$ cat config.mk
export PLATFORM = sky130hd
export DESIGN_NAME = masked_alu
export DESIGN_NICKNAME = d
export VERILOG_FILES = /design/src/masked_alu_core.v /design/src/masked_alu.v
export VERILOG_INCLUDE_DIRS = /design/src
export SDC_FILE = /design/constraint.sdc
export NUM_CORES = 1
export LEC_CHECK = 0
export BUFFER_PORTS_ARGS = -buffer_cell sky130_fd_sc_hd__buf_4
export CAP_MARGIN = 10
export CORE_UTILIZATION = 45
export DETAILED_ROUTE_END_ITERATION = 16
export HOLD_SLACK_MARGIN = 0.1
export SLEW_MARGIN = 5
export SYNTH_ARGS = -nofsm -noshare
export SYNTH_HDL_FRONTEND = slang
export SYNTH_HIERARCHICAL = 1
export SYNTH_SLANG_ARGS = --single-unit
$ cat constraint.sdc
create_clock -name clk_sys -period 7.6 [get_ports clk_sys]
set_input_delay 1.14 -clock clk_sys [delete_from_list [all_inputs] [get_ports clk_sys]]
set_output_delay 1.14 -clock clk_sys [all_outputs]
set_load 0.01 [all_outputs]
$ cat src/masked_alu_map.vh
`ifndef MASKED_ALU_MAP_VH
`define MASKED_ALU_MAP_VH

// ----------------------------------------------------------------
// register byte offsets
// ----------------------------------------------------------------
`define OFF_INSTR        8'h00
`define OFF_DEST         8'h04
`define OFF_SRC_REG      8'h08
`define OFF_FLAGS        8'h0C
`define OFF_STATUS       8'h10
`define OFF_RESULT       8'h14

// ----------------------------------------------------------------
// instruction word fields
// ----------------------------------------------------------------
`define INSTR_OP_HI      31
`define INSTR_OP_LO      26
`define EFF_WZ_BIT       25
`define EFF_WC_BIT       24
`define EFF_WR_BIT       23
`define EFF_IMM_BIT      22
`define COND_HI          21
`define COND_LO          18
`define DEST_HI          17
`define DEST_LO          9
`define SRC_HI           8
`define SRC_LO           0

// ----------------------------------------------------------------
// instruction codes
// ----------------------------------------------------------------
`define OP_MASKED_COPY_INVERTED_CARRY     6'h1D
`define OP_MASKED_COPY_ZERO_FLAG          6'h1E
`define OP_MASKED_COPY_INVERTED_ZERO_FLAG 6'h1F
`define OP_ADDITIVE_INVERSE               6'h29
`define OP_CARRY_SELECTED_INVERSE         6'h2C

// ----------------------------------------------------------------
// flag and status bits, reset values, timing
// ----------------------------------------------------------------
`define FLAG_Z_BIT       0
`define FLAG_C_BIT       1
`define STAT_BUSY_BIT    0
`define STAT_DONE_BIT    1
`define STAT_ILLEGAL_BIT 2
`define STAT_WROTE_BIT   3
`define STAT_SKIPPED_BIT 4
`define RST_WORD         32'h0000_0000
`define RST_FLAGS        2'h0
`define EXEC_CLOCKS      4
`define EXEC_CNT_LAST    2'h3
`define RESP_OKAY        2'h0
`define RESP_SLVERR      2'h2

`endif

$ cat src/masked_alu_core.v
`timescale 1ns/1ns
`include "masked_alu_map.vh"

module masked_alu_core (
    input  wire [5:0]  opcode,
    input  wire [31:0] dest_val,
    input  wire [31:0] operand,
    input  wire        z_flag,
    input  wire        c_flag,
    output reg  [31:0] result,
    output reg         z_new,
    output reg         c_new,
    output reg         known
);

    wire [31:0] negated;
    reg         fill_bit;
    reg         is_mask_op;

    // wraps naturally: the most negative value negates to itself
    assign negated = (~operand) + 32'h0000_0001;

    always @* begin
        fill_bit   = 1'b0;
        is_mask_op = 1'b1;
        known      = 1'b1;
        result     = dest_val;
        case (opcode)
            `OP_MASKED_COPY_INVERTED_CARRY: begin
                fill_bit = ~c_flag;
            end
            `OP_MASKED_COPY_INVERTED_ZERO_FLAG: begin
                fill_bit = ~z_flag;
            end
            `OP_MASKED_COPY_ZERO_FLAG: begin
                fill_bit = z_flag;
            end
            `OP_ADDITIVE_INVERSE: begin
                is_mask_op = 1'b0;
                result     = negated;
            end
            `OP_CARRY_SELECTED_INVERSE: begin
                is_mask_op = 1'b0;
                result     = c_flag ? negated : operand;
            end
            default: begin
                is_mask_op = 1'b0;
                known      = 1'b0;
            end
        endcase
        if (is_mask_op) begin
            // each 1 in the mask takes the chosen flag, others keep dest
            result = (dest_val & ~operand) | (operand & {32{fill_bit}});
        end
        z_new = (result == 32'h0000_0000);
        // mask ops give odd parity, negates give source sign
        c_new = is_mask_op ? (^result) : operand[31];
    end

endmodule

$ cat src/masked_alu.v
// Added by the designer: the register addresses and the AXI4-Lite slave port.
`timescale 1ns/1ns
`include "masked_alu_map.vh"

// Overview of operation
// - masked inverted-carry copy sets masked destination bits to not-carry, others kept.
// - masked inverted-zero copy sets masked destination bits to not-zero, others kept.
// - masked zero copy sets masked destination bits to the zero flag, others kept.
// - code 011111, effects 001i, condition 1111 decodes inverted-zero copy; four clocks.
// - code 011110, effects 001i, condition 1111 decodes zero copy; four clocks.
// - masked copies set zero on zero result, carry to result odd parity.
// - mask is a register or 9-bit literal; its ones select overwritten bits.
// - plain negate writes two's-complement negation of the source.
// - code 101001 decodes plain negate; zero on zero, carry from source bit 31.
// - carry-selected negate writes source when carry 0, its negation when 1.
// - code 101100 decodes carry-selected negate; zero on zero, carry source bit 31.
// - negating the most negative value returns it unchanged.
// - code 011101 decodes inverted-carry copy; zero flag, parity carry; four clocks.
// - result goes to destination unless the no-result effect is given.

module masked_alu (
    input  wire        clk_sys,
    input  wire        reset,
    input  wire [7:0]  s_axi_awaddr,
    input  wire        s_axi_awvalid,
    output wire        s_axi_awready,
    input  wire [31:0] s_axi_wdata,
    input  wire [3:0]  s_axi_wstrb,
    input  wire        s_axi_wvalid,
    output wire        s_axi_wready,
    output reg  [1:0]  s_axi_bresp,
    output reg         s_axi_bvalid,
    input  wire        s_axi_bready,
    input  wire [7:0]  s_axi_araddr,
    input  wire        s_axi_arvalid,
    output wire        s_axi_arready,
    output reg  [31:0] s_axi_rdata,
    output reg  [1:0]  s_axi_rresp,
    output reg         s_axi_rvalid,
    input  wire        s_axi_rready
);

    // ----------------------------------------------------------------
    // state
    // ----------------------------------------------------------------
    localparam [1:0] ST_IDLE = 2'b00;
    localparam [1:0] ST_EXEC = 2'b01;

    reg  [1:0]  state_q;
    reg  [1:0]  cnt_q;
    reg  [31:0] instr_q;
    reg  [31:0] dest_q;
    reg  [31:0] src_reg_q;
    reg         z_q;
    reg         c_q;
    reg  [31:0] result_q;
    reg         done_q;
    reg         illegal_q;
    reg         wrote_q;
    reg         skipped_q;

    reg         aw_got_q;
    reg         w_got_q;
    reg  [7:0]  awaddr_q;
    reg  [31:0] wdata_q;
    reg  [3:0]  wstrb_q;

    wire [5:0]  opcode;
    wire        eff_wz;
    wire        eff_wc;
    wire        eff_wr;
    wire        eff_imm;
    wire [3:0]  cond;
    wire [31:0] operand;
    wire [31:0] alu_result;
    wire        alu_z;
    wire        alu_c;
    wire        alu_known;
    wire        cond_met;
    wire        busy;
    wire        commit;

    wire        wr_go;
    wire [7:0]  wr_addr;
    wire [7:0]  rd_addr;
    reg         wr_hit;
    reg         wr_refused;
    reg  [31:0] rd_word;
    reg         rd_hit;

    // ----------------------------------------------------------------
    // decode of the held instruction
    // ----------------------------------------------------------------
    assign opcode  = instr_q[`INSTR_OP_HI:`INSTR_OP_LO];
    assign eff_wz  = instr_q[`EFF_WZ_BIT];
    assign eff_wc  = instr_q[`EFF_WC_BIT];
    assign eff_wr  = instr_q[`EFF_WR_BIT];
    assign eff_imm = instr_q[`EFF_IMM_BIT];
    assign cond    = instr_q[`COND_HI:`COND_LO];

    // literal is zero-extended; otherwise the register value fed by software
    assign operand = eff_imm ? {23'h000000, instr_q[`SRC_HI:`SRC_LO]} : src_reg_q;

    // condition is a truth table indexed by {carry, zero}; 1111 always runs
    assign cond_met = cond[{c_q, z_q}];

    assign busy   = (state_q == ST_EXEC);
    assign commit = busy && (cnt_q == `EXEC_CNT_LAST);

    masked_alu_core u_core (
        .opcode   (opcode),
        .dest_val (dest_q),
        .operand  (operand),
        .z_flag   (z_q),
        .c_flag   (c_q),
        .result   (alu_result),
        .z_new    (alu_z),
        .c_new    (alu_c),
        .known    (alu_known)
    );

    // ----------------------------------------------------------------
    // bus write path
    // ----------------------------------------------------------------
    assign s_axi_awready = !aw_got_q && !s_axi_bvalid;
    assign s_axi_wready  = !w_got_q && !s_axi_bvalid;
    assign wr_go         = aw_got_q && w_got_q && !s_axi_bvalid;
    assign wr_addr       = {awaddr_q[7:2], 2'b00};
    assign rd_addr       = {s_axi_araddr[7:2], 2'b00};

    function [31:0] merge;
        input [31:0] old_word;
        input [31:0] new_word;
        input [3:0]  strb;
        integer      i;
        begin
            merge = old_word;
            for (i = 0; i < 4; i = i + 1) begin
                if (strb[i]) begin
                    merge[i*8 +: 8] = new_word[i*8 +: 8];
                end
            end
        end
    endfunction

    always @* begin
        wr_hit = 1'b1;
        if (wr_addr == `OFF_INSTR) begin
            wr_hit = 1'b1;
        end else if (wr_addr == `OFF_DEST) begin
            wr_hit = 1'b1;
        end else if (wr_addr == `OFF_SRC_REG) begin
            wr_hit = 1'b1;
        end else if (wr_addr == `OFF_FLAGS) begin
            wr_hit = 1'b1;
        end else begin
            wr_hit = 1'b0;
        end
        // operands stay frozen while an instruction is in flight
        wr_refused = !wr_hit || busy;
    end

    always @(posedge clk_sys) begin
        if (reset) begin
            aw_got_q     <= 1'b0;
            w_got_q      <= 1'b0;
            awaddr_q     <= 8'h00;
            wdata_q      <= `RST_WORD;
            wstrb_q      <= 4'h0;
            s_axi_bvalid <= 1'b0;
            s_axi_bresp  <= `RESP_OKAY;
        end else begin
            if (s_axi_awvalid && s_axi_awready) begin
                aw_got_q <= 1'b1;
                awaddr_q <= s_axi_awaddr;
            end
            if (s_axi_wvalid && s_axi_wready) begin
                w_got_q <= 1'b1;
                wdata_q <= s_axi_wdata;
                wstrb_q <= s_axi_wstrb;
            end
            if (wr_go) begin
                aw_got_q     <= 1'b0;
                w_got_q      <= 1'b0;
                s_axi_bvalid <= 1'b1;
                s_axi_bresp  <= wr_refused ? `RESP_SLVERR : `RESP_OKAY;
            end else if (s_axi_bvalid && s_axi_bready) begin
                s_axi_bvalid <= 1'b0;
            end
        end
    end

    // ----------------------------------------------------------------
    // operand, flag and execution state
    // ----------------------------------------------------------------
    always @(posedge clk_sys) begin
        if (reset) begin
            state_q   <= ST_IDLE;
            cnt_q     <= 2'h0;
            instr_q   <= `RST_WORD;
            dest_q    <= `RST_WORD;
            src_reg_q <= `RST_WORD;
            z_q       <= 1'b0;
            c_q       <= 1'b0;
            result_q  <= `RST_WORD;
            done_q    <= 1'b0;
            illegal_q <= 1'b0;
            wrote_q   <= 1'b0;
            skipped_q <= 1'b0;
        end else begin
            case (state_q)
                ST_IDLE: begin
                    if (wr_go && !wr_refused) begin
                        if (wr_addr == `OFF_INSTR) begin
                            // a write here launches execution of the word
                            instr_q   <= merge(instr_q, wdata_q, wstrb_q);
                            state_q   <= ST_EXEC;
                            cnt_q     <= 2'h0;
                            done_q    <= 1'b0;
                            illegal_q <= 1'b0;
                            wrote_q   <= 1'b0;
                            skipped_q <= 1'b0;
                        end else if (wr_addr == `OFF_DEST) begin
                            dest_q <= merge(dest_q, wdata_q, wstrb_q);
                        end else if (wr_addr == `OFF_SRC_REG) begin
                            src_reg_q <= merge(src_reg_q, wdata_q, wstrb_q);
                        end else if (wstrb_q[0]) begin
                            z_q <= wdata_q[`FLAG_Z_BIT];
                            c_q <= wdata_q[`FLAG_C_BIT];
                        end
                    end
                end
                ST_EXEC: begin
                    cnt_q <= cnt_q + 2'h1;
                    if (commit) begin
                        state_q <= ST_IDLE;
                        done_q  <= 1'b1;
                        if (!alu_known) begin
                            illegal_q <= 1'b1;
                        end else if (!cond_met) begin
                            // condition false: nothing changes, time still spent
                            skipped_q <= 1'b1;
                        end else begin
                            result_q <= alu_result;
                            if (eff_wr) begin
                                dest_q  <= alu_result;
                                wrote_q <= 1'b1;
                            end
                            if (eff_wz) begin
                                z_q <= alu_z;
                            end
                            if (eff_wc) begin
                                c_q <= alu_c;
                            end
                        end
                    end
                end
                default: begin
                    state_q <= ST_IDLE;
                end
            endcase
        end
    end

    // ----------------------------------------------------------------
    // bus read path
    // ----------------------------------------------------------------
    assign s_axi_arready = !s_axi_rvalid;

    always @* begin
        rd_hit  = 1'b1;
        rd_word = `RST_WORD;
        if (rd_addr == `OFF_INSTR) begin
            rd_word = instr_q;
        end else if (rd_addr == `OFF_DEST) begin
            rd_word = dest_q;
        end else if (rd_addr == `OFF_SRC_REG) begin
            rd_word = src_reg_q;
        end else if (rd_addr == `OFF_FLAGS) begin
            rd_word[`FLAG_Z_BIT] = z_q;
            rd_word[`FLAG_C_BIT] = c_q;
        end else if (rd_addr == `OFF_STATUS) begin
            rd_word[`STAT_BUSY_BIT]    = busy;
            rd_word[`STAT_DONE_BIT]    = done_q;
            rd_word[`STAT_ILLEGAL_BIT] = illegal_q;
            rd_word[`STAT_WROTE_BIT]   = wrote_q;
            rd_word[`STAT_SKIPPED_BIT] = skipped_q;
        end else if (rd_addr == `OFF_RESULT) begin
            rd_word = result_q;
        end else begin
            rd_hit = 1'b0;
        end
    end

    always @(posedge clk_sys) begin
        if (reset) begin
            s_axi_rvalid <= 1'b0;
            s_axi_rdata  <= `RST_WORD;
            s_axi_rresp  <= `RESP_OKAY;
        end else begin
            if (s_axi_arvalid && s_axi_arready) begin
                s_axi_rvalid <= 1'b1;
                s_axi_rdata  <= rd_word;
                s_axi_rresp  <= rd_hit ? `RESP_OKAY : `RESP_SLVERR;
            end else if (s_axi_rvalid && s_axi_rready) begin
                s_axi_rvalid <= 1'b0;
            end
        end
    end

endmodule

==> out/results.ini <==
[sta]
finalHoldViolations=0
skew_ns=0.0283
slew_violations=0
fmax_ghz=0.195
fin_setup_tns_ns=0
post-route-min-period_ns=5.13
setup_viol=0
worst_pin_slew_ns=1.06
finalCritPeriodShare=0.675
setup_ws_ns=2.47
rsz0062_at_grt=false
relSlewSlack=0.289

[setup_path]
worstPathRequired_ns=8.04
end_kind=flip-flop
crit_type=reg2reg
critPathMostFrequentCell=xnor2_1
slowest_delay_ns=0.66
slowest_stage=dfxtp_1
arrival_ns=5.58
path_cells=mux2_2, inv_1, ha_1, nor3b_2, nand4_2, nor4_1, nor3_1, o32ai_1, ha_1, xnor2_1, xnor2_1, xnor2_1, xnor2_1, o21ai_0, o22ai_1, a221oi_1
start_kind=flip-flop
path_max_fanout=10

[placement]
placed_area_um2=13300
place_inst=1919
port_buffers=93
hpwlAfterDp_mm=28.6
place_ws_ns=2.56
gp_congestion=0.927

[clock_tree]
clk_latency_ns=0.54
postCtsHoldBufs=0
cts_resized=0
path_clk_slew_ns=0.06
clock_sinks=217
clock_tree.root_cell=clkbuf_16
cts_buffers=24
postCtsSetupBuffers=0
htree_levels=1
clk_path_buf_depth=3
cts_tree=yes

[die]
die_x_um=169
ios=100
core-area_um2=27200
initial_utilization=0.462
std_cell_rows=60
die_h_um=169
die-area_um2=28600

[layout]
regArea_um2=4340
multi_input_area_um2=7480
final_area_um2=14100
drive_gt1_frac=0.149
syn2layout_area_growth_pct=12.1
layout.nets=1650
num_antenna_cells=0
fin_cells=1960
layout_commonest_cell=nand2_1
layout_common_cells=nand2_1 (218), dfxtp_1 (217), nor2_1 (154)
fillers=2720

[routing]
ant_nets=0
drtIter0Drc=979
drt-vias-per-instance=6.27
first_pass_iters=7
vias=12282
post-route-drc-count=0
wl_per_cell_um=21.8
wirelength_mm=42.8

[synth]
avgSynthCellArea_um2=8.01
synth_top_area_share=0.346
ys.flop_type=dfxtp_1
syn_inst=1568
synth_cell_types=86
syn-cell-area_um2=12600
async_flop_share=0
ys_top_cells_by_area=dfxtp_1 (35%), nand2_1 (6.5%), a21oi_1 (4.8%)
yosys.area.top_type=dfxtp_1
synth_edf_count=0
ys_seq_elements=217
ys_warn_count=6
synth.yosys.seq_area_share=0.346

[pwr]
peakVddDrop_uv=148
p_leak_nw=5.06
power_density_nw_per_um2=183

[global_routing]
first_global_vias=11552
grt_pass1_wl_mm=66.8
antenna_found_initial=0
overflow=0
grt_util_all_layers=0.299
grt_max_degree=89

[outcome]
status=complete, no violations

[worst_hold_path]
hold_path_class=reg2reg

[flow_run]
cap_violations=0

[report_power, final]
part | total (mW) | leakage, nW | internal (mW) | switching [mW]
Combinational | 0.200 | 2.92 | 0.0685 | 0.131
Sequential | 1.20 | 1.76 | 1.16 | 0.0392
Clock | 1.18 | 0.380 | 0.697 | 0.481
[state kept, by name (all words and copies together) (netlist names), 2 cells and up]
name and flops:
awaddr_q 6, cnt_q 2, dest_q 32, instr_q 32, result_q 32, s_axi_rdata 32
src_reg_q 32, wdata_q 32, wstrb_q 4
[cell families (layout without fill, tap and decap cells)]
group,Yosys count,in the layout,share of synthesized area
and+or+nand+nor,671,671,0.261
AOI/OAI and AO/OA,398,398,0.245
DFF,217,217,0.346
buffers and inverters,180,199,0.0636
muxes,65,65,0.0540
adders and majority gates,18,18,0.0179
xor gates and xnor gates,18,18,0.0125
other,1,2,0.000298
[worst paths after layout]
check	from	to	slack [ns]	cells past startpoint
hold reg to reg	result_q[17]$_SDFFE_PP0P_	result_q[17]$_SDFFE_PP0P_	0.46	2
setup reg to reg	instr_q[22]$_SDFFE_PP0P_	c_q$_SDFFE_PP0P_	2.47	16
setup / recovery	instr_q[22]$_SDFFE_PP0P_	c_q$_SDFFE_PP0P_	2.47	16
hold / removal	result_q[17]$_SDFFE_PP0P_	result_q[17]$_SDFFE_PP0P_	0.46	2
[cells in the mapped netlist (9+ instances only)]
| master | number |
|---|---|
| mux2_2 | 12 |
| nor2_1 | 155 |
| nor3_1 | 65 |
| clkbuf_1 | 85 |
| a41o_1 | 20 |
| buf_4 | 11 |
| a21oi_1 | 120 |
| nor4_1 | 18 |
| inv_1 | 44 |
| o21ai_0 | 53 |
| ha_1 | 18 |
| nor2b_1 | 33 |
| nand3_1 | 96 |
| a32oi_1 | 28 |
| nand4_1 | 16 |
| a221o_1 | 16 |
| nand2_1 | 219 |
| o21a_1 | 13 |
| o22ai_1 | 9 |
| dfxtp_1 | 217 |
| and3_1 | 9 |
| a221oi_1 | 13 |
| mux2i_1 | 52 |
| buf_2 | 24 |
| xnor2_1 | 15 |
| a221oi_2 | 32 |
[stage by stage]
| step | total power, mW | util | hold slack (ns) |
|---|---|---|---|
| finish | 2.57 | 0.518 | 0.455 |
| global placement | 1.42 | 0.490 | 0.439 |
| global route | 2.66 | 0.518 | 0.468 |
| CTS | 2.59 | 0.518 | 0.456 |
| floorplan | 1.34 | - | 0.433 |
| detailed placement | 1.42 | 0.490 | 0.447 |
[routing by layer]
metal,share of wire,track usage,up-vias
met5,0,0,-
met4,0.021,0.0748,0
met3,0.075,0.0325,79
met2,0.45,0.487,489
met1,0.45,0.421,5943
li1,-,-,5771
[area by class of cell]
| class | count | share of cell area |
|---|---|---|
| sequential | 217 | 0.308 |
| inverter | 45 | 0.0120 |
| timing repair buffer | 113 | 0.0605 |
| multi-input combinational | 1172 | 0.531 |
| clock buffer | 36 | 0.0495 |
| clock inverter | 5 | 0.00559 |
| tap | 372 | 0.0330 |
[critical path: cells and delay by family, from the launching register on]
family	cells	cell delay [ns]
AO/OA/AOI/OAI	4	1.23
XOR/XNOR	4	0.57
adder cells (fa/ha/maj)	2	0.51
buffers and inverters	1	0.08
flip-flops	1	0.66
multiplexers	1	0.47
AND/OR/NAND/NOR	4	1.49
Power figures use the tool's default switching activity.
